**src/pkg/gpt16_pkg.sv**
```systemverilog
// Package for the 16-bit timer with real-time-clock mode.
// Assumes a single 250 MHz system clock and an APB register slave.
`default_nettype none
package gpt16_pkg;
    // Register byte offsets
    localparam logic [11:0] GPT_OFF_COUNT  = 12'h100;
    localparam logic [11:0] GPT_OFF_PERIOD = 12'h104;
    localparam logic [11:0] GPT_OFF_CTRL   = 12'h108;
    localparam logic [11:0] GPT_OFF_OSC    = 12'h10C;
    localparam logic [11:0] GPT_OFF_STAT   = 12'h110;
    localparam logic [11:0] GPT_OFF_CLR    = 12'h114;
    localparam logic [11:0] GPT_OFF_IEN    = 12'h118;
    localparam logic [11:0] GPT_OFF_PWR    = 12'h11C;
    // Control register fields
    localparam int GPT_B_ON    = 15;
    localparam int GPT_B_SIDL  = 13;
    localparam int GPT_B_GATE  = 6;
    localparam int GPT_B_PS_HI = 5;
    localparam int GPT_B_PS_LO = 4;
    localparam int GPT_B_SYNC  = 2;
    localparam int GPT_B_CS    = 1;
    localparam logic [15:0] GPT_CTRL_MASK = 16'hA076;
    // Oscillator control and power-state fields
    localparam int GPT_B_LPOSC = 1;
    localparam int GPT_B_IDLE  = 0;
    localparam int GPT_B_SLEEP = 1;
    // Status bits: period match, gate fall, carry-out wake-up
    localparam int GPT_EV_MATCH = 0;
    localparam int GPT_EV_GATE  = 1;
    localparam int GPT_EV_WAKE  = 2;
    localparam int GPT_NEV      = 3;
    // Reset values
    localparam logic [15:0] GPT_RST_COUNT  = 16'h0000;
    localparam logic [15:0] GPT_RST_PERIOD = 16'hFFFF;
    localparam logic [15:0] GPT_RST_CTRL   = 16'h0000;
    // Prescale terminal counts for 1, 8, 64, 256
    localparam logic [7:0] GPT_PS_DIV1   = 8'h00;
    localparam logic [7:0] GPT_PS_DIV8   = 8'h07;
    localparam logic [7:0] GPT_PS_DIV64  = 8'h3F;
    localparam logic [7:0] GPT_PS_DIV256 = 8'hFF;
    // Instruction cycle is a quarter of the system clock
    localparam int          GPT_ICYC_RATIO = 4;
    localparam logic [1:0]  GPT_ICYC_LAST  = 2'(GPT_ICYC_RATIO - 1);
    // Pin bundle carried together
    typedef struct packed {
        logic ext_clk;  // Gate or external clock pin
        logic lp_osc;   // 32 kHz oscillator output
    } gpt16_pins_t;
    typedef enum logic [2:0] {
        GPT_SRC_ICYC = 3'b001,
        GPT_SRC_SYNC = 3'b010,
        GPT_SRC_ASYN = 3'b100
    } gpt16_src_t;
endpackage
`default_nettype wire

```
**src/logic/gpt16_timer.sv**
```systemverilog
// 16-bit timer/counter with prescaler, gate accumulation and RTC mode.
// Assumes APB master on clk_sys; pins arrive asynchronous to clk_sys.
// How it works
// Timer mode counts instruction cycles to the period, then wraps to zero.
// In Idle, counting halts when stop-in-idle is set, resumes afterwards.
// Synchronous counter mode syncs the external clock, counts rising edges.
// Asynchronous counter counts external rising edges; halts in Idle only if asked.
// Gate accumulation counts instruction cycles only while the gate pin is high.
// Prescaler input is instruction clock or external clock per source select.
// Prescale field 5:4 divides by 1, 8, 64 or 256.
// Prescaler clears on count write, timer-on clearing and reset.
// With timer-on low the prescaler counter holds its value.
// Control writes never touch the count; only count writes change it.
// Sleep counting needs timer-on, external source and asynchronous select.
// In Sleep the count still wraps and raises matches.
// Period match sets the sticky flag; only software clears it.
// Gate falling edge in accumulation mode sets its own sticky gate flag.
// Asynchronous external source counts the 32 kHz oscillator edges when the low-power osc is enabled.
// Software keeps the synchronize bit low for RTC operation.
// Low-power oscillator enable stops normal modes, wakes on carry-out.
// RTC keeps running through Sleep; Idle obeys stop-in-idle.
// Flag sets on the increment that finds equality; that same increment loads zero.
`default_nettype none
module gpt16_timer
    import gpt16_pkg::*;
(
    input  wire logic        clk_sys,  // 250 MHz system clock
    input  wire logic        arst_n,   // Asynchronous reset, active low
    input  wire logic        psel,     // APB select
    input  wire logic        penable,  // APB enable
    input  wire logic        pwrite,   // APB direction
    input  wire logic [11:0] paddr,    // APB byte address
    input  wire logic [31:0] pwdata,   // APB write data
    output logic      [31:0] prdata,   // APB read data
    output logic             pready,   // APB ready
    output logic             pslverr,  // APB error
    input  wire gpt16_pins_t pins,     // External clock/gate and oscillator
    output logic             irq       // Level interrupt
);
    // Two-stage synchronisers for both pins
    logic [1:0] s1;
    logic [1:0] s2;
    logic [1:0] s3;
    always_ff @(posedge clk_sys or negedge arst_n) begin
        if (!arst_n) begin
            s1 <= 2'b00;
            s2 <= 2'b00;
            s3 <= 2'b00;
        end else begin
            s1 <= {pins.lp_osc, pins.ext_clk};
            s2 <= s1;
            s3 <= s2;
        end
    end
    wire ext_lvl  = s2[0];
    wire ext_rise = s2[0] & ~s3[0];
    wire osc_rise = s2[1] & ~s3[1];
    wire gate_fall = ~s2[0] & s3[0];

    // Registers
    logic [15:0] count_register;
    logic [15:0] period_register;
    logic [15:0] control_register;
    logic [1:0]  oscillator_control_register;
    logic [1:0]  power_state;
    logic [GPT_NEV-1:0] status;
    logic [GPT_NEV-1:0] match_interrupt_enable;
    logic [7:0]  ps_cnt;
    logic [1:0]  icyc_div;

    // Field decode
    wire timer_on_bit          = control_register[GPT_B_ON];
    wire stop_in_idle_bit      = control_register[GPT_B_SIDL];
    wire gate_accum_enable     = control_register[GPT_B_GATE];
    wire clock_source_select   = control_register[GPT_B_CS];
    wire ext_clock_sync_select = control_register[GPT_B_SYNC];
    wire [1:0] prescale_select = control_register[GPT_B_PS_HI:GPT_B_PS_LO];
    wire lowpower_osc_enable   = oscillator_control_register[GPT_B_LPOSC];
    wire in_idle  = power_state[GPT_B_IDLE];
    wire in_sleep = power_state[GPT_B_SLEEP];

    // APB decode; single-cycle access phase
    wire acc   = psel & penable;
    wire wr    = acc & pwrite;
    wire hit_count  = paddr == GPT_OFF_COUNT;
    wire hit_period = paddr == GPT_OFF_PERIOD;
    wire hit_ctrl   = paddr == GPT_OFF_CTRL;
    wire hit_osc    = paddr == GPT_OFF_OSC;
    wire hit_stat   = paddr == GPT_OFF_STAT;
    wire hit_clr    = paddr == GPT_OFF_CLR;
    wire hit_ien    = paddr == GPT_OFF_IEN;
    wire hit_pwr    = paddr == GPT_OFF_PWR;
    wire mapped = hit_count | hit_period | hit_ctrl | hit_osc | hit_stat
                | hit_clr | hit_ien | hit_pwr;
    wire wr_count = wr & hit_count;
    wire wr_ctrl  = wr & hit_ctrl;
    wire on_fall  = wr_ctrl & timer_on_bit & ~pwdata[GPT_B_ON];

    // Source selection; oscillator edges on the asynchronous path keep RTC alive
    gpt16_src_t src;
    assign src = !clock_source_select ? GPT_SRC_ICYC :
                 ext_clock_sync_select ? GPT_SRC_SYNC : GPT_SRC_ASYN;
    wire icyc_tick = icyc_div == GPT_ICYC_LAST;
    // External source: oscillator edges when the low-power osc runs
    wire ext_edge = lowpower_osc_enable ? osc_rise : ext_rise;
    logic src_tick;
    always_comb begin
        case (src)
            GPT_SRC_ICYC: src_tick = icyc_tick & (~gate_accum_enable | ext_lvl);
            GPT_SRC_SYNC: src_tick = ext_rise & ~lowpower_osc_enable;
            GPT_SRC_ASYN: src_tick = ext_edge;
            default:      src_tick = 1'b0;
        endcase
    end

    // Power-state gating
    wire sleep_ok = timer_on_bit & clock_source_select & ~ext_clock_sync_select;
    wire run = timer_on_bit
             & ~(in_idle & stop_in_idle_bit)
             & (~in_sleep | sleep_ok);
    // Normal timer modes are disabled while the low-power osc is enabled
    wire mode_ok = ~lowpower_osc_enable | (src == GPT_SRC_ASYN);

    // Prescaler terminal
    logic [7:0] ps_last;
    always_comb begin
        case (prescale_select)
            2'b00:   ps_last = GPT_PS_DIV1;
            2'b01:   ps_last = GPT_PS_DIV8;
            2'b10:   ps_last = GPT_PS_DIV64;
            2'b11:   ps_last = GPT_PS_DIV256;
            default: ps_last = GPT_PS_DIV1;
        endcase
    end
    wire pre_in  = run & mode_ok & src_tick;
    wire inc     = pre_in & (ps_cnt >= ps_last);
    wire at_per  = count_register == period_register;
    wire ev_match = inc & at_per;
    wire ev_gate = timer_on_bit & gate_accum_enable & ~clock_source_select & gate_fall;
    wire ev_wake = inc & lowpower_osc_enable & (count_register == 16'hFFFF);
    wire [GPT_NEV-1:0] ev_set;
    assign ev_set[GPT_EV_MATCH] = ev_match;
    assign ev_set[GPT_EV_GATE]  = ev_gate;
    assign ev_set[GPT_EV_WAKE]  = ev_wake;
    wire [GPT_NEV-1:0] clr_mask = (wr & hit_clr) ? pwdata[GPT_NEV-1:0] : '0;
    // Next status and enable; irq uses both so it never lags a clear or enable write
    wire [GPT_NEV-1:0] next_status    = ev_set | (status & ~clr_mask);
    wire [GPT_NEV-1:0] next_ien       =
        (wr & hit_ien) ? pwdata[GPT_NEV-1:0] : match_interrupt_enable;
    wire [GPT_NEV-1:0] next_status_en = next_status & next_ien;

    // Instruction-cycle divider, free running
    always_ff @(posedge clk_sys or negedge arst_n) begin
        if (!arst_n) icyc_div <= 2'b00;
        else         icyc_div <= icyc_div + 2'b01;
    end

    // Prescaler counter
    always_ff @(posedge clk_sys or negedge arst_n) begin
        if (!arst_n) begin
            ps_cnt <= 8'h00;
        end else if (wr_count || on_fall) begin
            ps_cnt <= 8'h00;
        end else if (pre_in) begin
            ps_cnt <= inc ? 8'h00 : ps_cnt + 8'h01;
        end
    end

    // Count register: only count writes or increments change it
    always_ff @(posedge clk_sys or negedge arst_n) begin
        if (!arst_n) begin
            count_register <= GPT_RST_COUNT;
        end else if (wr_count) begin
            count_register <= pwdata[15:0];
        end else if (inc) begin
            count_register <= at_per ? 16'h0000 : count_register + 16'h0001;
        end
    end

    // Software-written configuration
    always_ff @(posedge clk_sys or negedge arst_n) begin
        if (!arst_n) begin
            period_register             <= GPT_RST_PERIOD;
            control_register            <= GPT_RST_CTRL;
            oscillator_control_register <= 2'b00;
            power_state                 <= 2'b00;
            match_interrupt_enable      <= '0;
        end else if (wr) begin
            if (hit_period) period_register <= pwdata[15:0];
            if (hit_ctrl)   control_register <= pwdata[15:0] & GPT_CTRL_MASK;
            if (hit_osc)    oscillator_control_register <= pwdata[1:0];
            if (hit_pwr)    power_state <= pwdata[1:0];
            if (hit_ien)    match_interrupt_enable <= pwdata[GPT_NEV-1:0];
        end
    end

    // Sticky status: hardware set wins over a clear in the same cycle
    always_ff @(posedge clk_sys or negedge arst_n) begin
        if (!arst_n) status <= '0;
        else         status <= next_status;
    end

    // Read mux
    wire [31:0] rdata =
        hit_count  ? {16'h0000, count_register} :
        hit_period ? {16'h0000, period_register} :
        hit_ctrl   ? {16'h0000, control_register} :
        hit_osc    ? {30'h0, oscillator_control_register} :
        hit_stat   ? {29'h0, status} :
        hit_ien    ? {29'h0, match_interrupt_enable} :
        hit_pwr    ? {30'h0, power_state} : 32'h0000_0000;

    // Registered outputs; answer lands one cycle after setup
    always_ff @(posedge clk_sys or negedge arst_n) begin
        if (!arst_n) begin
            prdata  <= 32'h0000_0000;
            pready  <= 1'b0;
            pslverr <= 1'b0;
            irq     <= 1'b0;
        end else begin
            pready  <= psel & ~penable;
            pslverr <= psel & ~penable & ~mapped;
            prdata  <= (psel & ~penable & ~pwrite) ? rdata : 32'h0000_0000;
            irq     <= |(next_status_en);
        end
    end

    // Assertions
    property p_wrap;
        @(posedge clk_sys) disable iff (!arst_n)
        (inc && at_per && !wr_count) |=> count_register == 16'h0000;
    endproperty
    a_wrap: assert property (p_wrap) else $error("count did not wrap at period");

    property p_flag;
        @(posedge clk_sys) disable iff (!arst_n)
        ev_match |=> status[GPT_EV_MATCH];
    endproperty
    a_flag: assert property (p_flag) else $error("match flag not set");

    property p_sticky;
        @(posedge clk_sys) disable iff (!arst_n)
        (status[GPT_EV_MATCH] && !(wr && hit_clr && pwdata[GPT_EV_MATCH]))
            |=> status[GPT_EV_MATCH];
    endproperty
    a_sticky: assert property (p_sticky) else $error("flag dropped without clear");

    property p_ctrl_keep;
        @(posedge clk_sys) disable iff (!arst_n)
        (wr_ctrl && !inc) |=> $stable(count_register);
    endproperty
    a_ctrl_keep: assert property (p_ctrl_keep) else $error("control write moved count");

    property p_ps_clr;
        @(posedge clk_sys) disable iff (!arst_n)
        (wr_count || on_fall) |=> ps_cnt == 8'h00;
    endproperty
    a_ps_clr: assert property (p_ps_clr) else $error("prescaler not cleared");

    property p_ps_hold;
        @(posedge clk_sys) disable iff (!arst_n)
        !timer_on_bit |=> $stable(ps_cnt);
    endproperty
    a_ps_hold: assert property (p_ps_hold) else $error("prescaler moved while off");

    property p_idle;
        @(posedge clk_sys) disable iff (!arst_n)
        (in_idle && stop_in_idle_bit && !wr_count) |=> $stable(count_register);
    endproperty
    a_idle: assert property (p_idle) else $error("counted in idle");

    property p_sleep;
        @(posedge clk_sys) disable iff (!arst_n)
        (in_sleep && !sleep_ok && !wr_count) |=> $stable(count_register);
    endproperty
    a_sleep: assert property (p_sleep) else $error("counted in sleep");

    property p_gate;
        @(posedge clk_sys) disable iff (!arst_n)
        (!clock_source_select && gate_accum_enable && !ext_lvl) |-> !inc;
    endproperty
    a_gate: assert property (p_gate) else $error("counted with gate low");

    property p_div8;
        @(posedge clk_sys) disable iff (!arst_n)
        (inc && prescale_select == 2'b01) |-> $past(ps_cnt) <= 8'h07 && ps_cnt == 8'h07;
    endproperty
    a_div8: assert property (p_div8) else $error("divide-by-8 terminal wrong");

    // Interrupt line mirrors the enabled sticky bits
    property p_irq;
        @(posedge clk_sys) disable iff (!arst_n)
        irq == |(status & match_interrupt_enable);
    endproperty
    a_irq: assert property (p_irq) else $error("irq does not follow flags");

    // A gate fall is never lost
    property p_gate_flag;
        @(posedge clk_sys) disable iff (!arst_n)
        ev_gate |=> status[GPT_EV_GATE];
    endproperty
    a_gate_flag: assert property (p_gate_flag) else $error("gate flag not set");

    // Carry-out wake-up is latched like a match
    property p_wake_flag;
        @(posedge clk_sys) disable iff (!arst_n)
        ev_wake |=> status[GPT_EV_WAKE];
    endproperty
    a_wake_flag: assert property (p_wake_flag) else $error("wake flag not set");

    // Only the asynchronous path counts with the low-power osc on
    property p_lp_halt;
        @(posedge clk_sys) disable iff (!arst_n)
        (lowpower_osc_enable && src != GPT_SRC_ASYN) |-> !inc;
    endproperty
    a_lp_halt: assert property (p_lp_halt) else $error("normal mode counted");

    // Oscillator edges replace pin edges in the asynchronous path
    property p_osc_src;
        @(posedge clk_sys) disable iff (!arst_n)
        (src == GPT_SRC_ASYN && lowpower_osc_enable) |-> src_tick == osc_rise;
    endproperty
    a_osc_src: assert property (p_osc_src) else $error("osc edge not used");

    // Below the period every increment adds exactly one
    property p_step;
        @(posedge clk_sys) disable iff (!arst_n)
        (inc && !at_per && !wr_count) |=> count_register == $past(count_register) + 16'h0001;
    endproperty
    a_step: assert property (p_step) else $error("count did not step");

    // A count write lands as written
    property p_cnt_wr;
        @(posedge clk_sys) disable iff (!arst_n)
        wr_count |=> count_register == $past(pwdata[15:0]);
    endproperty
    a_cnt_wr: assert property (p_cnt_wr) else $error("count write lost");

    // A clear with no coinciding match drops the flag
    property p_clear;
        @(posedge clk_sys) disable iff (!arst_n)
        (wr && hit_clr && pwdata[GPT_EV_MATCH] && !ev_match) |=> !status[GPT_EV_MATCH];
    endproperty
    a_clear: assert property (p_clear) else $error("match flag not cleared");

    // Internal source, no gate: one prescaler step per instruction cycle
    property p_src_icyc;
        @(posedge clk_sys) disable iff (!arst_n)
        (timer_on_bit && !clock_source_select && !gate_accum_enable
            && !lowpower_osc_enable && !in_idle && !in_sleep) |-> pre_in == icyc_tick;
    endproperty
    a_src_icyc: assert property (p_src_icyc) else $error("internal tick not used");

    // Synchronous external source: one step per synchronised rising edge
    property p_src_ext;
        @(posedge clk_sys) disable iff (!arst_n)
        (timer_on_bit && clock_source_select && ext_clock_sync_select
            && !lowpower_osc_enable && !in_idle && !in_sleep) |-> pre_in == ext_rise;
    endproperty
    a_src_ext: assert property (p_src_ext) else $error("external edge not used");

    // Asynchronous counting survives Sleep, and survives Idle unless stop-in-idle is set
    property p_async_run;
        @(posedge clk_sys) disable iff (!arst_n)
        (src == GPT_SRC_ASYN && timer_on_bit && !stop_in_idle_bit && ext_edge) |-> pre_in;
    endproperty
    a_async_run: assert property (p_async_run) else $error("async edge dropped");

    // Gate high and an instruction tick reach the prescaler when on, outside Idle and Sleep, with the low-power osc off
    property p_gate_run;
        @(posedge clk_sys) disable iff (!arst_n)
        (timer_on_bit && !clock_source_select && gate_accum_enable && ext_lvl
            && icyc_tick && !lowpower_osc_enable && !in_idle && !in_sleep) |-> pre_in;
    endproperty
    a_gate_run: assert property (p_gate_run) else $error("gated tick dropped");

    // A match while sleeping still raises the flag
    property p_sleep_match;
        @(posedge clk_sys) disable iff (!arst_n)
        (in_sleep && inc && at_per) |=> status[GPT_EV_MATCH];
    endproperty
    a_sleep_match: assert property (p_sleep_match) else $error("no flag in sleep");
endmodule
`default_nettype wire

```
**config.mk**
```make
export PLATFORM = sky130hd
export DESIGN_NAME = gpt16_timer
export DESIGN_NICKNAME = d
export VERILOG_FILES = /design/src/pkg/gpt16_pkg.sv /design/src/logic/gpt16_timer.sv
export SDC_FILE = /design/constraint.sdc
export NUM_CORES = 1
export LEC_CHECK = 0
export ABC_AREA = 1
export ABC_CLOCK_PERIOD_IN_PS = 3660
export BUFFER_PORTS_ARGS = -buffer_cell sky130_fd_sc_hd__buf_2
export CAP_MARGIN = 20
export CORE_ASPECT_RATIO = 0.7
export CORE_MARGIN = 8
export CORE_UTILIZATION = 35
export DETAILED_ROUTE_END_ITERATION = 6
export SKIP_LAST_GASP = 1
export SYNTH_ARGS = -nofsm -noshare
export SYNTH_HDL_FRONTEND = slang
export SYNTH_SLANG_ARGS = --single-unit
export TNS_END_PERCENT = 100
```
**constraint.sdc**
```tcl
create_clock -name clk_sys -period 3.66 [get_ports clk_sys]
set_input_delay 0.183 -clock clk_sys [delete_from_list [all_inputs] [get_ports clk_sys]]
set_output_delay 0.183 -clock clk_sys [all_outputs]
set_load 0.05 [all_outputs]
```
**Yosys cells after proc, flatten, opt, wreduce, memory -nomap -nowiden**

Cells that the tools add are included.

- Order comparisons: 1
- Reductions and logical operators: 10
- Mux-type cells: 21
- Bitwise operators: 57
- Add/sub/neg operators: 3
- Eq/ne operators: 17

Operator list:

| cell | number |
|---|---|
| 16-bit 2-to-1 mux | 7 |
| 12-bit by 9-bit equality test with 1-bit output (second input constant) | 8 |
| 8-bit case mux with 4 select lines | 1 |
| 1-bit AND | 30 |
| 8-bit 2-to-1 mux | 3 |
| 3-bit 2-to-1 mux | 7 |
| 16-bit by 1-bit adder with 16-bit output (second input constant) | 1 |
| 16-bit equality test | 1 |
| 16-bit equality test (second input constant) | 1 |
| 1-bit NOT | 13 |
| 1-bit bitwise OR | 10 |
| 2-bit AND reduction | 5 |
| 8-bit by 1-bit adder with 8-bit output (second input constant) | 1 |
| 8-bit >= comparator | 1 |
| 3-bit AND | 2 |
| 2-bit equality test (second input constant) | 3 |
| 2-bit nonzero test | 2 |
| 3-bit by 1-bit equality test with 1-bit output (second input constant) | 1 |
| 3-bit by 2-bit equality test with 1-bit output (second input constant) | 1 |
| 3-bit equality test (second input constant) | 1 |
| 3-bit NOT | 1 |
| 3-bit bitwise OR | 1 |
| 1-bit case mux with 3 select lines | 1 |
| 3-bit OR reduction | 1 |
| 6 further kinds | 6 |

- Output and inout bits: 35
- Input port bits: 51
- Flip-flop bits (word level): 84
- Logic and storage cells: 125

**Longest topological paths before layout**

Gate-level depths: netlist of run 1.

- Depth in word-level cells: 12
- Mapped depth: 13
- Depth with buffers taken out: 12

**Worst setup path after synthesis of run 1**

No wires, ideal clock.

- Path type: register to register
- From: reg control_register[5]
- To: reg count_register[10]
- Library setup time: 116 ps
- Period minus slack after synthesis: 1916 ps
- Buffers on the path: 1
- Required time: 3544 ps
- Arrival time: 1799 ps
- Cell stages (with the launch flop): 14
- Path slack: 1744 ps
- Path through: dfrtp_1 -> nor2_1 -> ha_1 -> o21ai_0 -> nand2_1 -> nand2_1 -> nand2_1 -> nand2_1 -> nand2_1 -> a21oi_4 -> inv_2 -> buf_4 -> nand2_1 -> nand2_1

- Longest elaborated chain between the ends: 5
- Elaborated cells between the ends (all ways): 8
- Those cells by class: order compare (1); eq/ne (3); mux (1); bitwise (1); reduce/logical (2)

RTL lines:

| item | line | text |
|---|---|---|
| start: declaration | gpt16_timer.sv:63 | `logic [15:0] control_register;` |
| start signal: assignment | gpt16_timer.sv:190 | `if (hit_ctrl) control_register <= pwdata[15:0] & GPT_CTRL_MASK;` |
| 2-bit equality test (tied with other cells) | gpt16_timer.sv:127 | `case (prescale_select)` |
| 8-bit case mux with 4 select lines * | gpt16_timer.sv:127 |  |
| 8-bit >= comparator * | gpt16_timer.sv:136 | `wire inc = pre_in & (ps_cnt >= ps_last);` |
| 1-bit AND * | gpt16_timer.sv:136 |  |
| 2-bit nonzero test (no source line) * | -- |  |
| end signal: assignment | gpt16_timer.sv:174 | `count_register <= pwdata[15:0];` |
| end signal: assignment | gpt16_timer.sv:176 | `count_register <= at_per ? 16'h0000 : count_register + 16'h0001;` |
| end: declaration | gpt16_timer.sv:61 | `logic [15:0] count_register;` |

Every way passes the cells marked *; elsewhere a longest branch is shown, timed or not.
A chain may end at the register's enable or synchronous reset.

**Worst setup path after layout of run 1**

- From: reg control_register[5]
- To: reg count_register[4]

Same word-level chain as after synthesis.

==> results.json, run 1 <==
{
  "r2r_setup_slack_ps": 1130,
  "antenna_cells": 0,
  "leakage_uw": 0.00280,
  "dpl_cell_area_sq_um": 5300,
  "ys_async_sr_fraction": 1.00,
  "num-nets-final": 752,
  "via_count": 4363,
  "grt_pass1_vias": 4146,
  "synth_cell_types": 38,
  "grt_max_degree": 56,
  "syn_avg_cell_area_sq_um": 7.67,
  "min_period_ps": 2530,
  "routabilityCongestion": 0.907,
  "syn_inst": 645,
  "grtUsageMet3": 0.0387,
  "fp.dieH_um": 115,
  "grtUsageMet2": 0.214,
  "fp.dieW_um": 158,
  "post_synth_instance_area_sq_um": 4950,
  "ys_warn_count": 0,
  "cts_tree": "yes",
  "ys_ff_latch": 84,
  "end_kind": "register",
  "antenna_left": 0,
  "synth_largest_area_cell": "dfrtp_1",
  "worstPathMaxFanout": 17,
  "rows": 36,
  "postCtsResizedCells": 0,
  "outcome": "finished, final reports clean",
  "r2r_start": "control_register[5]$_DFFE_PN0P_",
  "powerDensity_nw_per_um2": 387,
  "finalNonFillerCells": 887,
  "ir_drop_v": 0.000207,
  "crit_path_start_kind": "register",
  "area_delta_synth_final_pct": 14.4,
  "hold_path_class": "input port to register",
  "cts.reportedPaths.clkPinSlew_ps": 70,
  "wire_per_inst_um": 15.3,
  "fin_area_sq_um": 5660,
  "hold_viol_final": 0,
  "wl_um": 13600,
  "clk_path_buf_depth": 2,
  "critPathRequiredTime_ps": 3890,
  "whs_ps": 32.5,
  "r2r_end": "count_register[4]$_DFFE_PN0P_",
  "grt_usage": 0.150,
  "ff2ff_path_depth": 12,
  "hold_start": "penable",
  "fin_crit_sh": 0.691,
  "fin_setup_tns_ps": 0,
  "die_area_sq_um": 18300,
  "fmax_mhz": 395,
  "whs_path_depth": 2,
  "dp_slack_ps": 1180,
  "fin_skew_ps": 10.9,
  "drt_iter0_markers": 355,
  "drive_above_1_share": 0.166,
  "placed_cells": 868,
  "netlist_top_cells_count": "nand2_1, dfrtp_1, inv_1",
  "timing.slew.headroom": 0.452,
  "crit_arrival_ps": 2760,
  "hpwl_um": 10100,
  "cts_max_level": 3,
  "synth_most_common_cell": "nand2_1",
  "port_buffers": 53,
  "clk_latency_ps": 350,
  "use_met1": 0.218,
  "hold_path_end": "pready$_DFF_PN0_",
  "setup_violations": 0,
  "yosysTopAreaCellShare": 0.344,
  "synth-seq-area-share": 0.429,
  "synth_edf_count": 0,
  "path_class": "register to register",
  "io_pins": 86,
  "cts.sink_count": 84,
  "maxCapViolCount": 0,
  "start_util": 0.357,
  "rsz0062_at_grt": "no",
  "worst_pin_slew_ps": 819,
  "ys.flop_type": "dfrtp_1",
  "slew_violations": 0,
  "synth_area_leaders": "dfrtp_1, nand2_1, dfstp_2",
  "drt_first_pass_iters": 5,
  "clock-root-buffer": "clkbuf_16",
  "cts_buffers": 9,
  "grt_overflow": 0,
  "viasPerCell": 4.92,
  "core_sq_um": 13900,
  "antenna_found_initial": 0,
  "busiest_layer": "met1",
  "fin_ws_ps": 1130,
  "grt_pass1_wl_um": 21500,
  "route.detailed.drc": 0
}
[metal layers]
metal,share of wire,up-vias
li1,-,2124
met1,0.49,2056
met2,0.40,166
met3,0.092,17
met4,0.012,0
met5,0,-
[worst max-delay path, stage by stage, from the launching register on]
cell and delay [ps]:
dfrtp_1 410, nor2_1 190, ha_1 270, o21ai_0 150
nand2_1 60, nand2_1 60, nand2_1 40, nand2_1 50
nand2_1 220, a21oi_4 520, inv_2 260, nand2_1 130
nand2_1 60
[registers in the layout (all words and copies together), names as in the netlist]
| name | cells |
|---|---|
| irq | 1 |
| s2 | 2 |
| prdata | 16 |
| status | 3 |
| period_register | 16 |
| pslverr | 1 |
| control_register | 7 |
| match_interrupt_enable | 3 |
| pready | 1 |
| s1 | 2 |
| power_state | 2 |
| s3 | 2 |
| count_register | 16 |
| oscillator_control_register | 2 |
| ps_cnt | 8 |
| icyc_div | 2 |
[placed cells by master (no fill, tap or decap), types with 9 or more instances in the layout]
cell type | Yosys | routed
buf_2 | 11 | 52
nand3_1 | 59 | 59
xnor2_1 | 11 | 11
clkbuf_16 | 0 | 9
xor2_1 | 17 | 17
nor2_1 | 49 | 49
a21oi_1 | 10 | 10
conb_1 | 1 | 16
nand4_1 | 14 | 14
inv_1 | 68 | 68
o21ai_0 | 41 | 41
nand2_1 | 192 | 192
ha_1 | 9 | 9
dfstp_2 | 16 | 16
dfrtp_1 | 68 | 68
[logic make-up (layout without fill, tap and decap cells)]
kind of cell,Yosys count,count (layout),share of synthesized area
buffers and inverters,112,149,0.102
and+or+nand+nor,336,336,0.295
adders and majority gates,9,9,0.0228
AOI/OAI and AO/OA,67,67,0.0784
muxes,8,8,0.0220
other,1,16,0.000758
xor gates and xnor gates,28,28,0.0496
DFF,84,84,0.429
[cell type report]
class / count / area, sq um
clock buffer: 9 / 225
clock inverter: 7 / 105
fill: 1444 / 8210
inverter: 75 / 282
multi-input combinational: 464 / 2380
sequential: 84 / 2120
tap: 190 / 238
timing repair buffer: 58 / 313
[power by group]
part | internal (uW) | switching [uW] | leakage, uW
clock | 609 | 406 | 0.000159
sequential | 953 | 32.0 | 0.00106
combinational | 60.2 | 132 | 0.00158
total | 1620 | 569 | 0.00280
[what timing repair did]
item | in CTS | in global routing
hold buffers | 3 | 0
endpoints found under the hold margin | 47 | 0
buffers inserted | 0 | 0
[how the worst max path moves through the flow]
stage | startpoint | endpoint | slack, ps
6_report | control_register[5]$_DFFE_PN0P_ | count_register[4]$_DFFE_PN0P_ | 1130
5_1_grt | control_register[4]$_DFFE_PN0P_ | count_register[4]$_DFFE_PN0P_ | 830
4_1_cts | control_register[5]$_DFFE_PN0P_ | count_register[4]$_DFFE_PN0P_ | 1150
3_5_place_dp | control_register[5]$_DFFE_PN0P_ | count_register[9]$_DFFE_PN0P_ | 1180
3_3_place_gp | control_register[5]$_DFFE_PN0P_ | count_register[14]$_DFFE_PN0P_ | 1190
2_1_floorplan | control_register[5]$_DFFE_PN0P_ | count_register[10]$_DFFE_PN0P_ | 1740
[per-stage QoR]
stage	total power [uW]	utilization
2_1_floorplan	1130	-
3_3_place_gp	1180	0.382
3_5_place_dp	1190	0.382
4_1_cts	2210	0.408
5_1_grt	2270	0.408
6_report	2190	0.408
No activity file was read; power rests on OpenSTA's default activity.
==> run 2: changes to the inputs <==
Settings changed: ABC_CLOCK_PERIOD_IN_PS 3660 to 2500.
Clock period 3.66 ns to 2.5 ns, I/O delays scaled along.
==> run 2 against run 1 <==
  * Register-to-register slack got worse by 790 ps
  * Sequential power rose by 46%
  * Die area stayed put
  * Count of clock-buffer cells in the layout did not move
  * Flip-flop and latch count stayed put
  * Combinational power up 51%
  * Clock skew fell by 2.3 ps
  * Total power grew 40%
  * Cell count rose by 1.1%
  * Wire length decreased by 2.1%
  * Via count decreased by 0.87%
  * Global-route usage grew 0.29 points
  * Critical endpoint is now count_register[11]$_DFFE_PN0P_
==> results.json, run 2 (synthesis results as in run 1) <==
{
  "via_count": 4325,
  "cts.reportedPaths.clkPinSlew_ps": 70,
  "grt_pass1_wl_um": 22000,
  "r2r_start": "control_register[4]$_DFFE_PN0P_",
  "drt_first_pass_iters": 5,
  "antenna_left": 0,
  "worst_pin_slew_ps": 676,
  "fillers": 1444,
  "drt_iter0_markers": 275,
  "outcome": "finished, final reports clean",
  "dp_slack_ps": 264,
  "min_period_ps": 2160,
  "port_buffers": 53,
  "slew_violations": 0,
  "routed.top_layer": "met4",
  "hpwl_um": 10200,
  "leakage_uw": 0.00283,
  "crit_arrival_ps": 2390,
  "cts_buffers": 9,
  "layout_common_cells": "nand2_1, inv_1, dfrtp_1, nand3_1, buf_2",
  "hold_start": "pwdata[8]",
  "wl_met1_um": 6520,
  "hold_path_class": "input port to register",
  "seq_area_sq_um": 2120,
  "route.detailed.drc": 0,
  "antenna_found_initial": 0,
  "setup_violations": 0,
  "grt_max_degree": 51,
  "powerDensity_nw_per_um2": 539,
  "cts_tree": "yes",
  "fp.dieH_um": 115,
  "fin_ws_ps": 343,
  "clk_path_buf_depth": 2,
  "start_util": 0.357,
  "startpoint": "control_register[4]$_DFFE_PN0P_",
  "final_core_util": 0.411,
  "wl_met3_um": 1280,
  "ir_drop_v": 0.000310,
  "worstPathMaxFanout": 14,
  "fin_skew_ps": 8.61,
  "maxCapViolCount": 0,
  "clock-root-buffer": "clkbuf_16",
  "cts.sink_count": 84,
  "rsz0062_at_grt": "no",
  "routabilityCongestion": 0.949,
  "multi_input_area_sq_um": 2380,
  "fp.dieW_um": 158,
  "postCtsResizedCells": 0,
  "wl_met2_um": 5330,
  "layout_commonest_cell": "nand2_1",
  "timing.slew.headroom": 0.549,
  "antenna_cells": 0,
  "die_area_sq_um": 18300,
  "clk_latency_ps": 340,
  "reg_top3": "count_register x16, period_register x16, prdata x16",
  "cts_max_level": 3,
  "viasPerCell": 4.82,
  "crit_path_start_kind": "register",
  "grt_overflow": 0,
  "path_class": "register to register",
  "fin_setup_tns_ps": 0,
  "wire_per_inst_um": 14.8,
  "wl_um": 13300,
  "end_kind": "register",
  "drive_above_1_share": 0.177,
  "io_pins": 86,
  "fmax_mhz": 464,
  "rows": 36,
  "fin_crit_sh": 0.863,
  "area_delta_synth_final_pct": 15.4,
  "hold_viol_final": 0,
  "grt_usage": 0.153,
  "critPathRequiredTime_ps": 2740,
  "grt_pass1_vias": 4302,
  "num-nets-final": 762,
  "core_sq_um": 13900
}
run 2: changes by cell type in the layout (fill, tap and decap cells not counted):
cell and delta:
dlygate4sd3_1 +1, inv_8 -1, buf_4 +9, bufinv_16 -1
clkinv_2 +2
run 2: layout make-up:
class,instances,share of cell area
flip-flops and latches,84,0.372
repair buffers,68,0.0684
clock inverters,7,0.0129
well taps,190,0.0417
multi-input cells,464,0.416
clock buffers,9,0.0395
inverters,75,0.0493
run 2: critical path: stages (launching register included):
cell and delay (ps):
dfrtp_1 430, nor2_1 190, ha_1 270, a21oi_1 150
nand2_1 80, nand2_1 60, nand2_1 40, nand2_1 50
nand2_1 200, a21oi_4 250, inv_2 160, nand2_1 120
nand2_1 50
run 2: timing repair:
item / in CTS / in global routing
buffers inserted: 0 / 1
hold buffers: 4 / 0
endpoints found under the hold margin: 41 / 0
setup endpoints to repair: 0 / 2
run 2: per-layer routing:
metal  vias up  GRT usage
li1       2142          -
met4         0     0.0432
met2       142      0.227
met1      2025      0.217
met3        16     0.0391
met5         -          0
run 2: path summary, 6_finish.rpt:
check	to	slack, ps	depth (start not counted)
max	count_register[11]$_DFFE_PN0P_	340	12
min	period_register[8]$_DFFE_PN1P_	30	2
max reg2reg	count_register[11]$_DFFE_PN0P_	340	12
min reg2reg	s2[1]$_DFF_PN0_	350	0
max in group asynchronous	period_register[13]$_DFFE_PN1P_	1380	3
min in group asynchronous	ps_cnt[3]$_DFFE_PN0P_	360	2
run 2: power by group:
group / internal, uW / switching (uW) / leakage, uW
logic: 93.1 / 195 / 0.00163
registers: 1400 / 46.2 / 0.00106
clock network: 779 / 564 / 0.000146
run 2: through the flow:
step / cell area [sq um] / power (uW) / hold WS [ps] / instances
5_1_grt: 5710 / 3210 / 26.4 / 897
4_1_cts: 5700 / 3120 / 13.5 / 896
3_5_place_dp: 5360 / 1750 / 201 / 876
6_report: 5710 / 3070 / 25.2 / 897
3_3_place_gp: 5360 / 1740 / 191 / 876
2_1_floorplan: 5000 / 1660 / -171 / 660
